`src/rtl/rwc_defines.vh`:
```
// rwc_defines.vh: register map, field positions and reset values of the
// watchdog and real-time clock control block.
// assumes a 32-bit AHB-Lite bus, one word per register.
`ifndef RWC_DEFINES_VH
`define RWC_DEFINES_VH

// register byte addresses (low address bits only)
`define RWC_ADDR_W          4
`define RWC_OFS_WDOG        4'h0
`define RWC_OFS_CTRL        4'h4
`define RWC_OFS_STATUS      4'h8
`define RWC_OFS_MASK        4'hC

// watchdog_control fields
`define RWC_WD_EN_BIT       0
`define RWC_WD_SEL_BIT      1
`define RWC_WD_FLAG_BIT     7
`define RWC_WD_CNT_LO       8
`define RWC_WD_CNT_HI       9
`define RWC_WD_CNT_ZERO     2'h0
`define RWC_WD_CNT_ONE      2'h1
`define RWC_WD_CNT_TIMEOUT  2'h2
`define RWC_WD_EN_RST       1'h1
`define RWC_WD_SEL_RST      1'h0
`define RWC_SEL_RESET       1'h0

// rtc_control fields
`define RWC_CTRL_FREQ_BIT   5
`define RWC_CTRL_RUN_BIT    7
`define RWC_CTRL_RUN_RST    1'h1
`define RWC_CTRL_FREQ_RST   1'h0

// rtc_event_status / mask fields
`define RWC_ST_W            8
`define RWC_ST_WDOG_BIT     7
`define RWC_ST_SEC_BIT      4
`define RWC_ST_RST          8'h00

// oscillator ticks per second
`define RWC_DIV_32K         32768
`define RWC_DIV_38K         38400
`define RWC_PRE_W           16
// terminal counts, ticks per second minus one, at prescaler width
`define RWC_TERM_32K        16'h7FFF
`define RWC_TERM_38K        16'h95FF

// AHB-Lite encodings
`define RWC_HTRANS_NONSEQ   2'h2
`define RWC_HRESP_OKAY      1'h0
`define RWC_WORD_ZERO       32'h00000000

`endif

```
`src/rtl/rwc_top.v`:
```
// rwc_top.v: watchdog timer and real-time clock control, with the event
// status register, its mask and one interrupt line, on an AHB-Lite slave.
// assumes a single ref_clk domain; the oscillator arrives as a
// synchronous one-cycle tick, and the system reset controller acts on
// wdog_reset_req.
//
// Local design decisions: the register addresses and the AHB-Lite register port.
`timescale 1ns/100ps
`include "rwc_defines.vh"

// Notes on behaviour
// - watchdog count rises once a second when enabled
// - count reaching binary 10 triggers timeout action
// - any write restarts count at zero
// - count advances on the one-second tick only
// - watchdog flag set on interrupt, write-one clears
// - select bit: 0 reset, 1 interrupt; reset 0
// - enable bit turns watchdog on; reset 1
// - run bit starts or stops the clock; reset 1
// - frequency bit picks the prescaler divide ratio
// - status bits set on event, stay set
// - write ones to clear; request withdrawn too
// - status works without bus activity
// - one-second flag set on each seconds step
module rwc_top #(
  parameter [`RWC_PRE_W-1:0] DIV_32K = `RWC_TERM_32K, // ticks-1, 32.768k
  parameter [`RWC_PRE_W-1:0] DIV_38K = `RWC_TERM_38K  // ticks-1, 38.4k
) (
  input  wire        ref_clk,        // 100 MHz system clock
  input  wire        rst,            // async reset, active high
  input  wire        osc_tick,       // reference oscillator tick
  input  wire        hsel,           // slave select
  input  wire [31:0] haddr,          // byte address
  input  wire [1:0]  htrans,         // transfer type
  input  wire        hwrite,         // write when high
  input  wire [2:0]  hsize,          // transfer size, word only
  input  wire [31:0] hwdata,         // write data
  input  wire        hready,         // bus ready in
  output reg  [31:0] hrdata,         // read data
  output reg         hreadyout,      // slave ready out
  output reg         hresp,          // always OKAY
  output reg         rtc_irq,        // level interrupt, unmasked status
  output reg         wdog_irq,       // watchdog interrupt request
  output reg         wdog_reset_req  // one-cycle system reset request
);

  // ---------------------------------------------------------------
  // register state
  // ---------------------------------------------------------------
  reg  [1:0]            wdog_count;
  reg                   wdog_irq_flag;
  reg                   timeout_action_select;
  reg                   wdog_enable;
  reg                   rtc_run;
  reg                   osc_freq_select;
  reg  [`RWC_ST_W-1:0]  rtc_event_status;
  reg  [`RWC_ST_W-1:0]  rtc_event_mask;

  // bus phase state
  reg                   wr_pend;
  reg                   rd_pend;
  reg  [`RWC_ADDR_W-1:0] dp_addr;

  // next values
  reg  [1:0]            next_wdog_count;
  reg                   next_wdog_irq_flag;
  reg                   next_wdog_reset_req;
  reg  [`RWC_ST_W-1:0]  next_rtc_event_status;
  reg  [31:0]           next_hrdata;

  wire                  sec_tick;
  wire                  addr_ok;
  wire                  wr_wdog;
  wire                  wr_ctrl;
  wire                  wr_status;
  wire                  wr_mask;
  wire                  timeout;
  wire [`RWC_ST_W-1:0]  st_set;
  wire [`RWC_ST_W-1:0]  st_clr;

  // ---------------------------------------------------------------
  // one-second tick from the oscillator
  // ---------------------------------------------------------------
  // stopping the clock also starves the watchdog of ticks, so a halted
  // clock can never cause a spurious timeout
  rwc_prescaler #(
    .DIV_32K (DIV_32K),
    .DIV_38K (DIV_38K)
  ) u_pre (
    .ref_clk  (ref_clk),
    .rst      (rst),
    .osc_tick (osc_tick),
    .run      (rtc_run),
    .freq_sel (osc_freq_select),
    .sec_tick (sec_tick)
  );

  // ---------------------------------------------------------------
  // AHB-Lite address phase
  // ---------------------------------------------------------------
  // only NONSEQ transfers are acted on, hsize is not checked; others get OKAY and no
  // effect, which is the safe answer for an unsupported access
  assign addr_ok = hsel && hready && (htrans == `RWC_HTRANS_NONSEQ);

  // reads take one wait state so that a write in the previous data
  // phase is already visible when the read data is captured
  always @(posedge ref_clk or posedge rst) begin
    if (rst) begin
      wr_pend   <= 1'b0;
      rd_pend   <= 1'b0;
      dp_addr   <= {`RWC_ADDR_W{1'b0}};
      hreadyout <= 1'b1;
      hresp     <= `RWC_HRESP_OKAY;
    end else begin
      hresp <= `RWC_HRESP_OKAY;
      if (rd_pend) begin
        rd_pend   <= 1'b0;
        hreadyout <= 1'b1;
      end else if (addr_ok) begin
        wr_pend   <= hwrite;
        rd_pend   <= ~hwrite;
        hreadyout <= hwrite;
        dp_addr   <= haddr[`RWC_ADDR_W-1:0];
      end else begin
        wr_pend   <= 1'b0;
        hreadyout <= 1'b1;
      end
    end
  end

  // data phase write strobes, one per register
  assign wr_wdog   = wr_pend && (dp_addr == `RWC_OFS_WDOG);
  assign wr_ctrl   = wr_pend && (dp_addr == `RWC_OFS_CTRL);
  assign wr_status = wr_pend && (dp_addr == `RWC_OFS_STATUS);
  assign wr_mask   = wr_pend && (dp_addr == `RWC_OFS_MASK);

  // ---------------------------------------------------------------
  // watchdog counter
  // ---------------------------------------------------------------
  // timeout is the step from 01 to 10; the count then parks at 10 so the
  // action fires exactly once until software restarts it
  assign timeout = wdog_enable && sec_tick &&
                   (wdog_count == `RWC_WD_CNT_ONE);

  always @* begin
    next_wdog_count = wdog_count;
    if (wr_wdog) begin
      next_wdog_count = `RWC_WD_CNT_ZERO;
    end else if (wdog_enable && sec_tick &&
                 (wdog_count != `RWC_WD_CNT_TIMEOUT)) begin
      next_wdog_count = wdog_count + `RWC_WD_CNT_ONE;
    end
  end

  // ---------------------------------------------------------------
  // watchdog flag and timeout action
  // ---------------------------------------------------------------
  // a timeout with interrupt selected in the same cycle as a write-one clear keeps the flag set
  always @* begin
    next_wdog_irq_flag  = wdog_irq_flag;
    next_wdog_reset_req = 1'b0;
    if (wr_wdog && hwdata[`RWC_WD_FLAG_BIT]) begin
      next_wdog_irq_flag = 1'b0;
    end
    if (timeout) begin
      if (timeout_action_select == `RWC_SEL_RESET) begin
        next_wdog_reset_req = 1'b1;
      end else begin
        next_wdog_irq_flag = 1'b1;
      end
    end
  end

  // watchdog control register and its outputs
  always @(posedge ref_clk or posedge rst) begin
    if (rst) begin
      wdog_count            <= `RWC_WD_CNT_ZERO;
      wdog_irq_flag         <= 1'b0;
      timeout_action_select <= `RWC_WD_SEL_RST;
      wdog_enable           <= `RWC_WD_EN_RST;
      wdog_reset_req        <= 1'b0;
      wdog_irq              <= 1'b0;
    end else begin
      wdog_count     <= next_wdog_count;
      wdog_irq_flag  <= next_wdog_irq_flag;
      wdog_reset_req <= next_wdog_reset_req;
      // request tracks the flag, so clearing it withdraws the request
      wdog_irq       <= next_wdog_irq_flag;
      if (wr_wdog) begin
        timeout_action_select <= hwdata[`RWC_WD_SEL_BIT];
        wdog_enable           <= hwdata[`RWC_WD_EN_BIT];
      end
    end
  end

  // ---------------------------------------------------------------
  // rtc control register
  // ---------------------------------------------------------------
  // software must match the frequency bit to the fitted crystal; a
  // wrong setting only skews the second, it cannot lock the divider
  always @(posedge ref_clk or posedge rst) begin
    if (rst) begin
      rtc_run         <= `RWC_CTRL_RUN_RST;
      osc_freq_select <= `RWC_CTRL_FREQ_RST;
    end else if (wr_ctrl) begin
      rtc_run         <= hwdata[`RWC_CTRL_RUN_BIT];
      osc_freq_select <= hwdata[`RWC_CTRL_FREQ_BIT];
    end
  end

  // ---------------------------------------------------------------
  // event status, mask and interrupt line
  // ---------------------------------------------------------------
  // events: one-second step and the watchdog interrupt; the second is
  // flagged even when masked so software can poll it for fine timing
  assign st_set = ({{(`RWC_ST_W-1){1'b0}}, sec_tick}
                   << `RWC_ST_SEC_BIT)
                | ({{(`RWC_ST_W-1){1'b0}}, timeout &
                    timeout_action_select}
                   << `RWC_ST_WDOG_BIT);
  assign st_clr = wr_status ? hwdata[`RWC_ST_W-1:0]
                            : {`RWC_ST_W{1'b0}};

  // set wins over a clear in the same cycle; needs no bus transfer, only
  // ref_clk and the oscillator tick, so events post while the core sleeps
  always @* begin
    next_rtc_event_status = (rtc_event_status & ~st_clr) | st_set;
  end

  always @(posedge ref_clk or posedge rst) begin
    if (rst) begin
      rtc_event_status <= `RWC_ST_RST;
      rtc_event_mask   <= `RWC_ST_RST;
      rtc_irq          <= 1'b0;
    end else begin
      rtc_event_status <= next_rtc_event_status;
      if (wr_mask) begin
        rtc_event_mask <= hwdata[`RWC_ST_W-1:0];
      end
      // level output, dropped once every unmasked bit is cleared
      rtc_irq <= |(next_rtc_event_status &
                   (wr_mask ? hwdata[`RWC_ST_W-1:0]
                            : rtc_event_mask));
    end
  end

  // ---------------------------------------------------------------
  // read data
  // ---------------------------------------------------------------
  // reserved bits and unmapped offsets read as zero
  always @* begin
    next_hrdata = `RWC_WORD_ZERO;
    case (dp_addr)
      `RWC_OFS_WDOG: begin
        next_hrdata[`RWC_WD_CNT_HI:`RWC_WD_CNT_LO] = wdog_count;
        next_hrdata[`RWC_WD_FLAG_BIT] = wdog_irq_flag;
        next_hrdata[`RWC_WD_SEL_BIT]  = timeout_action_select;
        next_hrdata[`RWC_WD_EN_BIT]   = wdog_enable;
      end
      `RWC_OFS_CTRL: begin
        next_hrdata[`RWC_CTRL_RUN_BIT]  = rtc_run;
        next_hrdata[`RWC_CTRL_FREQ_BIT] = osc_freq_select;
      end
      `RWC_OFS_STATUS: begin
        next_hrdata[`RWC_ST_W-1:0] = rtc_event_status;
      end
      `RWC_OFS_MASK: begin
        next_hrdata[`RWC_ST_W-1:0] = rtc_event_mask;
      end
      default: begin
        next_hrdata = `RWC_WORD_ZERO;
      end
    endcase
  end

  // captured in the wait cycle, held until the next read
  always @(posedge ref_clk or posedge rst) begin
    if (rst) begin
      hrdata <= `RWC_WORD_ZERO;
    end else if (rd_pend) begin
      hrdata <= next_hrdata;
    end
  end

endmodule // rwc_top

```
`src/rtl/rwc_prescaler.v`:
```
// rwc_prescaler.v: divides the reference oscillator tick down to a
// one-second enable pulse.
// assumes osc_tick is a one-cycle pulse per oscillator period, already
// synchronous to ref_clk.
`timescale 1ns/100ps
`include "rwc_defines.vh"

module rwc_prescaler #(
  parameter [`RWC_PRE_W-1:0] DIV_32K = `RWC_TERM_32K, // terminal, 32.768k
  parameter [`RWC_PRE_W-1:0] DIV_38K = `RWC_TERM_38K  // terminal, 38.4k
) (
  input  wire ref_clk,   // system clock
  input  wire rst,       // async reset, active high
  input  wire osc_tick,  // one pulse per oscillator period
  input  wire run,       // prescaler runs while high
  input  wire freq_sel,  // 0: 32.768 kHz, 1: 38.4 kHz
  output reg  sec_tick   // one-cycle pulse once a second
);

  reg  [`RWC_PRE_W-1:0] count;
  wire [`RWC_PRE_W-1:0] terminal;

  // divide ratio follows the fitted oscillator
  assign terminal = freq_sel ? DIV_38K : DIV_32K;

  // a stopped clock keeps its phase so a restart resumes mid-second;
  // >= guards against a ratio switch landing above the new terminal
  always @(posedge ref_clk or posedge rst) begin
    if (rst) begin
      count    <= {`RWC_PRE_W{1'b0}};
      sec_tick <= 1'b0;
    end else begin
      sec_tick <= 1'b0;
      if (run && osc_tick) begin
        if (count >= terminal) begin
          count    <= {`RWC_PRE_W{1'b0}};
          sec_tick <= 1'b1;
        end else begin
          count <= count + {{(`RWC_PRE_W-1){1'b0}}, 1'b1};
        end
      end
    end
  end

endmodule // rwc_prescaler

```
`config.mk`:
```
export PLATFORM = sky130hd
export DESIGN_NAME = rwc_top
export DESIGN_NICKNAME = d
export VERILOG_FILES = /design/src/rtl/rwc_top.v /design/src/rtl/rwc_prescaler.v
export VERILOG_INCLUDE_DIRS = /design/src /design/src/rtl
export SDC_FILE = /design/constraint.sdc
export NUM_CORES = 1
export LEC_CHECK = 0
export BUFFER_PORTS_ARGS = -buffer_cell sky130_fd_sc_hd__buf_2
export CAP_MARGIN = 10
export CORE_AREA = 2 2 78 80
export CTS_CLUSTER_SIZE = 24
export DETAILED_ROUTE_END_ITERATION = 7
export DIE_AREA = 0 0 80 82
export GPL_TIMING_DRIVEN = 0
export PLACE_DENSITY = 0.94
export SYNTH_ARGS = -nofsm -noshare
export SYNTH_HDL_FRONTEND = slang
export SYNTH_SLANG_ARGS = --single-unit
```
`constraint.sdc`:
```
create_clock -name ref_clk -period 5.5 [get_ports ref_clk]
set_clock_uncertainty 0.15 [all_clocks]
set_input_delay 0.275 -clock ref_clk [delete_from_list [all_inputs] [get_ports ref_clk]]
set_output_delay 0.275 -clock ref_clk [all_outputs]
set_load 0.005 [all_outputs]
```
==> impl_metrics.json, run 1 <==
{
  "run_status": "finished, final reports clean",
  "p_total_uw": 1090,
  "grt_setup_unrepaired": "no",
  "hold_path_class": "input pin to register",
  "route.detailed.drc": 0,
  "power_leakage_uw": 0.00174,
  "via_per_inst": 5.08,
  "setup_viol": 0,
  "initial_core_util_pct": 51.2,
  "cap_viol_max_count": 0,
  "synth_largest_area_cell": "sky130_fd_sc_hd__dfrtp_1",
  "critPathSlowestCell": "sky130_fd_sc_hd__dfrtp_1",
  "ys_seq_area_share_pct": 50.3,
  "fin_ws_ps": 3520,
  "timing.critical_path.cells": "ha_1 -> nand4_1 -> o31a_1 -> o21a_4 -> nor2_8 -> buf_6 -> nor2_1",
  "power_frac_clock_pct": 38.6,
  "p_per_area_nw_per_um2": 311,
  "synth_cell_type_count": 44,
  "fmaxAchievable_ghz": 0.504,
  "cts.htree.levels": 3,
  "min_to": "rtc_event_status[4]",
  "post-route-util_pct": 61.3,
  "antenna_violations_before_repair": 0,
  "share_of_cells_above_drive_strength_1_pct": 32.1,
  "cts.reportedPaths.clkPinSlew_ps": 70,
  "global_route.overflow_total": 0,
  "worstSkewPairLatency_ps": 330,
  "min_period_ps": 1980,
  "firstDrtPassIters": 4,
  "area.growth.synth_to_final_pct": 19.7,
  "ant_nets": 0,
  "place_ws_ps": 3520,
  "total_routed_wirelength_mm": 5.68,
  "critical_path_peak_fanout": 10,
  "mappedNetlistArea_um2": 2940,
  "cp.required_ps": 5570,
  "yosys-top-cells-area": "sky130_fd_sc_hd__dfrtp_1 (48%), sky130_fd_sc_hd__mux2_2 (8.8%), sky130_fd_sc_hd__buf_4 (5.9%)",
  "grt_usage_pct": 19.2,
  "met3_length_um": 263,
  "antenna-diode-count": 0,
  "number_of_synthesized_flops_with_an_enable_pin": 0,
  "core_region_area_um2": 5750,
  "detail_route.iter0.violations": 102,
  "cts_buffer_depth": 2,
  "power.sequential.fraction_pct": 47.3,
  "worst_hold_path.num_cells": 2,
  "cp_data_arrival_time_ps": 2050,
  "slew_viol_final": 0,
  "max-vdd-ir-drop_mv": 0.202,
  "first_global_vias": 2066,
  "final_cell_mix": "sky130_fd_sc_hd__dfrtp_1 (56), sky130_fd_sc_hd__buf_2 (35)",
  "hold_path.startpoint": "hwdata[4]",
  "grt_start_max_net_pins": 38,
  "port_buffers": 33,
  "finalNetCount": 418,
  "finalCritPeriodShare_pct": 36.1,
  "numCtsBuffers": 9,
  "ys_ff_latch": 59,
  "startpoint_class": "register",
  "clockRootBuffer": "sky130_fd_sc_hd__clkbuf_8",
  "routed.top_layer": "met4",
  "route.detailed.wl_per_inst_um": 13.7,
  "synth_top_area_share_pct": 47.6,
  "number_of_i_o_pins": 112,
  "reg2reg_from": "osc_freq_select",
  "switching_share_pct": 26.3,
  "asyncSetResetFlopFracSynth_pct": 100,
  "intPower_uw": 806,
  "hpwl_mm": 4.17,
  "rows": 28,
  "count_of_instances_resized_after_the_clock_tree_is_built": 0,
  "fin_tns_setup_ps": 0,
  "worst-setup-path-type": "register to register",
  "share_comb_of_total_power_pct": 14.2,
  "layout_commonest_cell": "sky130_fd_sc_hd__dfrtp_1",
  "synth.avg_cell_area_um2": 11.0,
  "number_of_warnings_issued_by_yosys": 0,
  "clock_tree_sinks": 59,
  "fp.dieW_um": 80,
  "first_pass_grt_wire_length_mm": 9.53,
  "detailroute.wirelength.met2_mm": 3.01,
  "holdWs_ps": 16.0,
  "gp_congestion": 0.849,
  "crit_path_max_incr_delay_ps": 470,
  "timing.reg2reg.worst_path_depth": 7,
  "cp-end-kind": "register",
  "fillers": 454,
  "post_route_met1_wirelength_mm": 2.33,
  "tritoncts": "done",
  "die_height_um": 82,
  "worst-r2r-setup-slack_ps": 3520,
  "reg2reg_to": "u_pre.count[3]",
  "dr_total_vias": 2110,
  "dominantRegCellSynth": "sky130_fd_sc_hd__dfrtp_1",
  "die-area_um2": 6560,
  "power.switching_uw": 288,
  "hold_violations": 0,
  "postSynthCellCount": 267
}
-- cell usage after synthesis (2+ instances only) --
cell type                  instances
sky130_fd_sc_hd__dfrtp_1          56
sky130_fd_sc_hd__buf_4            23
sky130_fd_sc_hd__mux2_2           23
sky130_fd_sc_hd__nor2_1           23
sky130_fd_sc_hd__inv_1            19
sky130_fd_sc_hd__nand3_1          18
sky130_fd_sc_hd__nand2_1           9
sky130_fd_sc_hd__ha_1              8
sky130_fd_sc_hd__a22oi_1           7
sky130_fd_sc_hd__o21ai_0           7
sky130_fd_sc_hd__xnor2_1           7
sky130_fd_sc_hd__a21boi_0          6
sky130_fd_sc_hd__o22ai_1           6
sky130_fd_sc_hd__xor2_1            6
sky130_fd_sc_hd__nand4_1           5
sky130_fd_sc_hd__clkbuf_1          4
sky130_fd_sc_hd__a21o_1            3
sky130_fd_sc_hd__a21oi_1           3
sky130_fd_sc_hd__dfstp_2           3
sky130_fd_sc_hd__a31oi_1           2
sky130_fd_sc_hd__and3_1            2
sky130_fd_sc_hd__buf_2             2
sky130_fd_sc_hd__nor2b_1           2
sky130_fd_sc_hd__nor3_1            2
sky130_fd_sc_hd__o21a_1            2
-- cells by family (layout without fill, tap and decap cells) --
logic type               after synthesis  in the layout  synth area share, %
AO/OA/AOI/OAI                         40             40                 9.36
XOR/XNOR                              13             13                 3.87
adder cells (fa/ha/maj)                8              8                 3.40
buffers and inverters                 49            100                 9.53
flip-flops                            59             59                 50.3
multiplexers                          24             24                 9.57
other                                  1             23                0.127
AND/OR/NAND/NOR                       73             73                 13.8
-- flip-flops by register name, summed over array words and instances, names as in the netlist, 2 cells and up --
signal,flops
rtc_event_mask,8
rtc_event_status,8
hrdata,10
wdog_count,2
u_pre.count,16
dp_addr,4
-- metal layers --
layer  track usage, %  vias to the layer above
met2             34.3                       53
met5                0                        -
met1             22.4                     1033
met3             3.74                        8
li1                 -                     1016
met4             8.64                        0
-- how the worst max path moves through the flow --
stage               startpoint           endpoint  slack (ps)  cells past startpoint
2_1_floorplan              rst         dp_addr[0]        3620                      1
3_3_place_gp               rst  rtc_event_mask[6]        3020                      2
3_5_place_dp   osc_freq_select    u_pre.count[15]        3520                      7
4_1_cts        osc_freq_select     u_pre.count[3]        3500                      7
5_1_grt        osc_freq_select     u_pre.count[6]        3380                      7
6_report       osc_freq_select     u_pre.count[3]        3520                      7
-- timing repair --
| item | in CTS | in global routing |
|---|---|---|
| setup endpoints to repair | 0 | 0 |
| hold buffers | 1 | 0 |
| endpoints found under the hold margin | 21 | 0 |
| buffers inserted | 0 | 0 |
-- critical path: cells and delay by family (launching register included) --
| family | cells | cell delay [ps] |
|---|---|---|
| buffers and inverters | 1 | 150 |
| and+or+nand+nor | 3 | 250 |
| AOI/OAI and AO/OA | 2 | 500 |
| DFF | 1 | 470 |
| adders and majority gates | 1 | 350 |
-- per-stage QoR --
stage	std cells	cell area, µm²
final	415	3520
after global routing	415	3520
after CTS	415	3520
after detailed placement	398	3300
after global placement	397	3280
after floorplan	289	3020
-- power by group through the flow --
stage | Combinational, µW | Sequential (µW) | Clock, µW
4_1_cts | 156 | 517 | 431
3_5_place_dp | 154 | 524 | 0
2_1_floorplan | 113 | 517 | 0
3_3_place_gp | 145 | 521 | 0
5_1_grt | 175 | 524 | 453
6_report | 155 | 517 | 422
-- area by class of cell --
type | count | area (µm²) | area share [%]
clock inverters | 5 | 77.6 | 2.20
plain buffers | 30 | 209 | 5.93
multi-input cells | 181 | 1260 | 35.9
well taps | 75 | 93.8 | 2.66
inverters | 19 | 71.3 | 2.02
repair buffers | 35 | 195 | 5.54
flip-flops and latches | 59 | 1480 | 42.0
clock buffers | 11 | 131 | 3.73
(Power assumes the default switching activity.)
==> run 2: changes to the inputs <==
--- a/config.mk
+++ b/config.mk
@@ -6,14 +6,15 @@
 export SDC_FILE = /design/constraint.sdc
 export NUM_CORES = 1
 export LEC_CHECK = 0
+export ABC_AREA = 1
 export BUFFER_PORTS_ARGS = -buffer_cell sky130_fd_sc_hd__buf_2
 export CAP_MARGIN = 10
-export CORE_AREA = 2 2 78 80
+export CORE_AREA = 2 2 86 88
 export CTS_CLUSTER_SIZE = 24
 export DETAILED_ROUTE_END_ITERATION = 7
-export DIE_AREA = 0 0 80 82
+export DIE_AREA = 0 0 88 90
 export GPL_TIMING_DRIVEN = 0
-export PLACE_DENSITY = 0.94
+export PLACE_DENSITY = 0.85
 export SYNTH_ARGS = -nofsm -noshare
 export SYNTH_HDL_FRONTEND = slang
 export SYNTH_SLANG_ARGS = --single-unit
==> constraint.sdc (replaced) <==
create_clock -name ref_clk -period 1.72 [get_ports ref_clk]
set_clock_uncertainty 0.15 [all_clocks]
set_input_delay 0.086 -clock ref_clk [delete_from_list [all_inputs] [get_ports ref_clk]]
set_output_delay 0.086 -clock ref_clk [all_outputs]
set_load 0.005 [all_outputs]
==> run 2 against run 1 <==
Against the previous run: the flow now finishes with violations (setup timing); clock-buffer cell count grew 1; flip-flop and latch count is the same; register-to-register slack lost 3700 ps; fmax grew 7.0%; sequential power grew to 3.5 times the previous value; cell count grew 36%; highest routed layer unchanged; global-route usage grew 0.48 points; combinational power grew to 6.2 times the previous value; worst setup slack lost 3700 ps.
==> impl_metrics.json, run 2 <==
{
  "slew_viol_final": 0,
  "run_status": "finished with violations",
  "first_pass_grt_wire_length_mm": 12.0,
  "layout_commonest_cell": "sky130_fd_sc_hd__nand2_1",
  "tritoncts": "done",
  "power_leakage_uw": 0.00210,
  "ys_seq_area_share_pct": 48.3,
  "antenna_violations_before_repair": 0,
  "synth_top_area_share_pct": 45.7,
  "clock_tree_sinks": 59,
  "hpwl_mm": 4.75,
  "largest_register_ffs": 16,
  "grt_setup_unrepaired": "yes",
  "synth.avg_cell_area_um2": 8.36,
  "hold_path.startpoint": "osc_tick",
  "min_to": "u_pre.count[0]",
  "hold_path_class": "input pin to register",
  "intPower_uw": 3100,
  "route.detailed.drc": 0,
  "yosys-top-cells-area": "sky130_fd_sc_hd__dfrtp_1 (46%), sky130_fd_sc_hd__nand2_1 (13%), sky130_fd_sc_hd__buf_4 (5.9%)",
  "final_cell_mix": "sky130_fd_sc_hd__nand2_1 (105), sky130_fd_sc_hd__dfrtp_1 (54), sky130_fd_sc_hd__buf_4 (35)",
  "firstDrtPassIters": 5,
  "cts.reportedPaths.clkPinSlew_ps": 70,
  "cp.required_ps": 1800,
  "hold_violations": 0,
  "core_region_area_um2": 7020,
  "synth.cells.most_frequent": "sky130_fd_sc_hd__nand2_1 (106), sky130_fd_sc_hd__dfrtp_1 (56), sky130_fd_sc_hd__nor2_1 (39), sky130_fd_sc_hd__inv_1 (35), sky130_fd_sc_hd__buf_4 (24)",
  "fillers": 576,
  "cts.htree.levels": 3,
  "die-area_um2": 7920,
  "number_of_i_o_pins": 112,
  "grt_start_max_net_pins": 42,
  "cp_data_arrival_time_ps": 1930,
  "antenna-diode-count": 0,
  "power_frac_clock_pct": 37.5,
  "ys_ff_latch": 59,
  "grt_usage_pct": 19.7,
  "numCtsBuffers": 9,
  "finalCritPeriodShare_pct": 108,
  "global_route.overflow_total": 0,
  "worst-r2r-setup-slack_ps": -140,
  "number_of_synthesized_flops_with_an_enable_pin": 0,
  "holdWs_ps": 11.7,
  "instances_no_fill": 566,
  "worstSkewPairLatency_ps": 350,
  "gp_congestion": 0.833,
  "timing.reg2reg.worst_path_depth": 9,
  "power.switching_uw": 1300,
  "finalNetCount": 545,
  "postSynthCellCount": 367,
  "reg2reg_from": "osc_freq_select",
  "p_per_area_nw_per_um2": 1090,
  "dominantRegCellSynth": "sky130_fd_sc_hd__dfrtp_1",
  "placed_cells": 522,
  "top_regs": "u_pre.count (16), hrdata (10)",
  "asyncSetResetFlopFracSynth_pct": 100,
  "switching_share_pct": 29.6,
  "max_flop_register": "u_pre.count",
  "max-vdd-ir-drop_mv": 0.431,
  "place_ws_ps": -257,
  "via_per_inst": 4.96,
  "synth_largest_area_cell": "sky130_fd_sc_hd__dfrtp_1",
  "fp.dieW_um": 88,
  "number_of_warnings_issued_by_yosys": 0,
  "min_period_ps": 1860,
  "power.sequential.fraction_pct": 40.8,
  "port_buffers": 33,
  "mappedNetlistArea_um2": 3070,
  "rows": 31,
  "area.growth.synth_to_final_pct": 31.7,
  "startpoint_class": "register",
  "synth_cell_type_count": 27,
  "fin_ws_ps": -135,
  "first_global_vias": 2694,
  "dr_total_vias": 2807,
  "cts_buffer_depth": 2,
  "clockRootBuffer": "sky130_fd_sc_hd__clkbuf_8",
  "p_total_uw": 4400,
  "die_height_um": 90,
  "reg2reg_to": "u_pre.count[5]",
  "initial_core_util_pct": 43.7,
  "critical_path_peak_fanout": 10,
  "cp-end-kind": "register",
  "ant_nets": 0,
  "violations_in_the_final_reports": "setup timing",
  "share_of_cells_above_drive_strength_1_pct": 26.1,
  "detail_route.iter0.violations": 352,
  "cap_viol_max_count": 0,
  "share_comb_of_total_power_pct": 21.7,
  "worst-setup-path-type": "register to register",
  "worst_hold_path.num_cells": 4,
  "setup_viol": 17,
  "total_routed_wirelength_mm": 7.78,
  "yosysMostFrequentCell": "sky130_fd_sc_hd__nand2_1",
  "fmaxAchievable_ghz": 0.539,
  "route.detailed.wl_per_inst_um": 13.8
}
==> run 2: per-stage QoR <==
| stage | cell area, µm² | utilization, % | setup TNS [ps] |
|---|---|---|---|
| after floorplan | 3160 | - | -248 |
| after global placement | 3450 | 49.2 | -37590 |
| after detailed placement | 3470 | 49.5 | -3310 |
| after CTS | 3980 | 56.7 | -1510 |
| after global routing | 4040 | 57.5 | -3390 |
| final | 4040 | 57.5 | -1860 |
==> run 2: per-layer routing <==
| metal | global-route usage, % | vias to the layer above | part of all wire (%) |
|---|---|---|---|
| met2 | 32.3 | 165 | 49 |
| met5 | 0 | - | 0 |
| met4 | 11.4 | 0 | 3.1 |
| met3 | 4.68 | 27 | 7.3 |
| met1 | 23.0 | 1305 | 40 |
| li1 | - | 1310 | - |
==> run 2: area by class of cell <==
| class | instances | area (µm²) | area share, % |
|---|---|---|---|
| clock inverters | 4 | 95.1 | 2.35 |
| inverters | 35 | 131 | 3.25 |
| multi-input cells | 266 | 1380 | 34.1 |
| clock buffers | 12 | 165 | 4.09 |
| plain buffers | 28 | 215 | 5.33 |
| repair buffers | 63 | 448 | 11.1 |
| flip-flops and latches | 59 | 1480 | 36.7 |
| well taps | 99 | 124 | 3.07 |
==> run 2: worst max path at each step <==
| stage | endpoint | from | slack (ps) | depth (start not counted) |
|---|---|---|---|---|
| floorplan | u_pre.count[3] | osc_freq_select | -30 | 10 |
| global placement | rtc_event_mask[0] | rst | -630 | 2 |
| detailed placement | u_pre.count[4] | osc_freq_select | -260 | 10 |
| CTS | u_pre.count[2] | osc_freq_select | -120 | 9 |
| global route | u_pre.count[9] | osc_freq_select | -220 | 10 |
| finish | u_pre.count[5] | osc_freq_select | -140 | 9 |
==> run 2: kinds of logic after synthesis <==
family	Yosys count	share of synthesized area (%)
AND/OR/NAND/NOR	195	28.7
buffers and inverters	64	11.4
flip-flops	59	48.3
AO/OA/AOI/OAI	28	4.81
XOR/XNOR	12	3.43
adder cells (fa/ha/maj)	8	3.26
other	1	0.122
==> run 2: critical path: stages (launching register included) <==
cell and delay (ps):
sky130_fd_sc_hd__dfrtp_2 450, sky130_fd_sc_hd__ha_1 300, sky130_fd_sc_hd__nand2_1 70, sky130_fd_sc_hd__nor2_2 130
sky130_fd_sc_hd__nand4_1 110, sky130_fd_sc_hd__nor2_2 150, sky130_fd_sc_hd__nor2_4 60, sky130_fd_sc_hd__nor2_4 110
sky130_fd_sc_hd__buf_6 160, sky130_fd_sc_hd__nor2_1 50
==> run 2: what timing repair did <==
item | in CTS | in global routing
buffers inserted | 6 | 5
hold buffers | 18 | 0
gates cloned | 0 | 0
hold endpoints to repair | 85 | 0
setup endpoints to repair | 25 | 31
gates resized for setup | 6 | 13
pin swaps | 4 | 6
==> run 2: power by group through the flow <==
stage,clock (µW),combinational (µW),sequential [µW]
global route,1710,1070,1820
finish,1650,956,1800
floorplan,0,567,1770
global placement,0,759,1790
detailed placement,0,802,1810
CTS,1640,873,1790
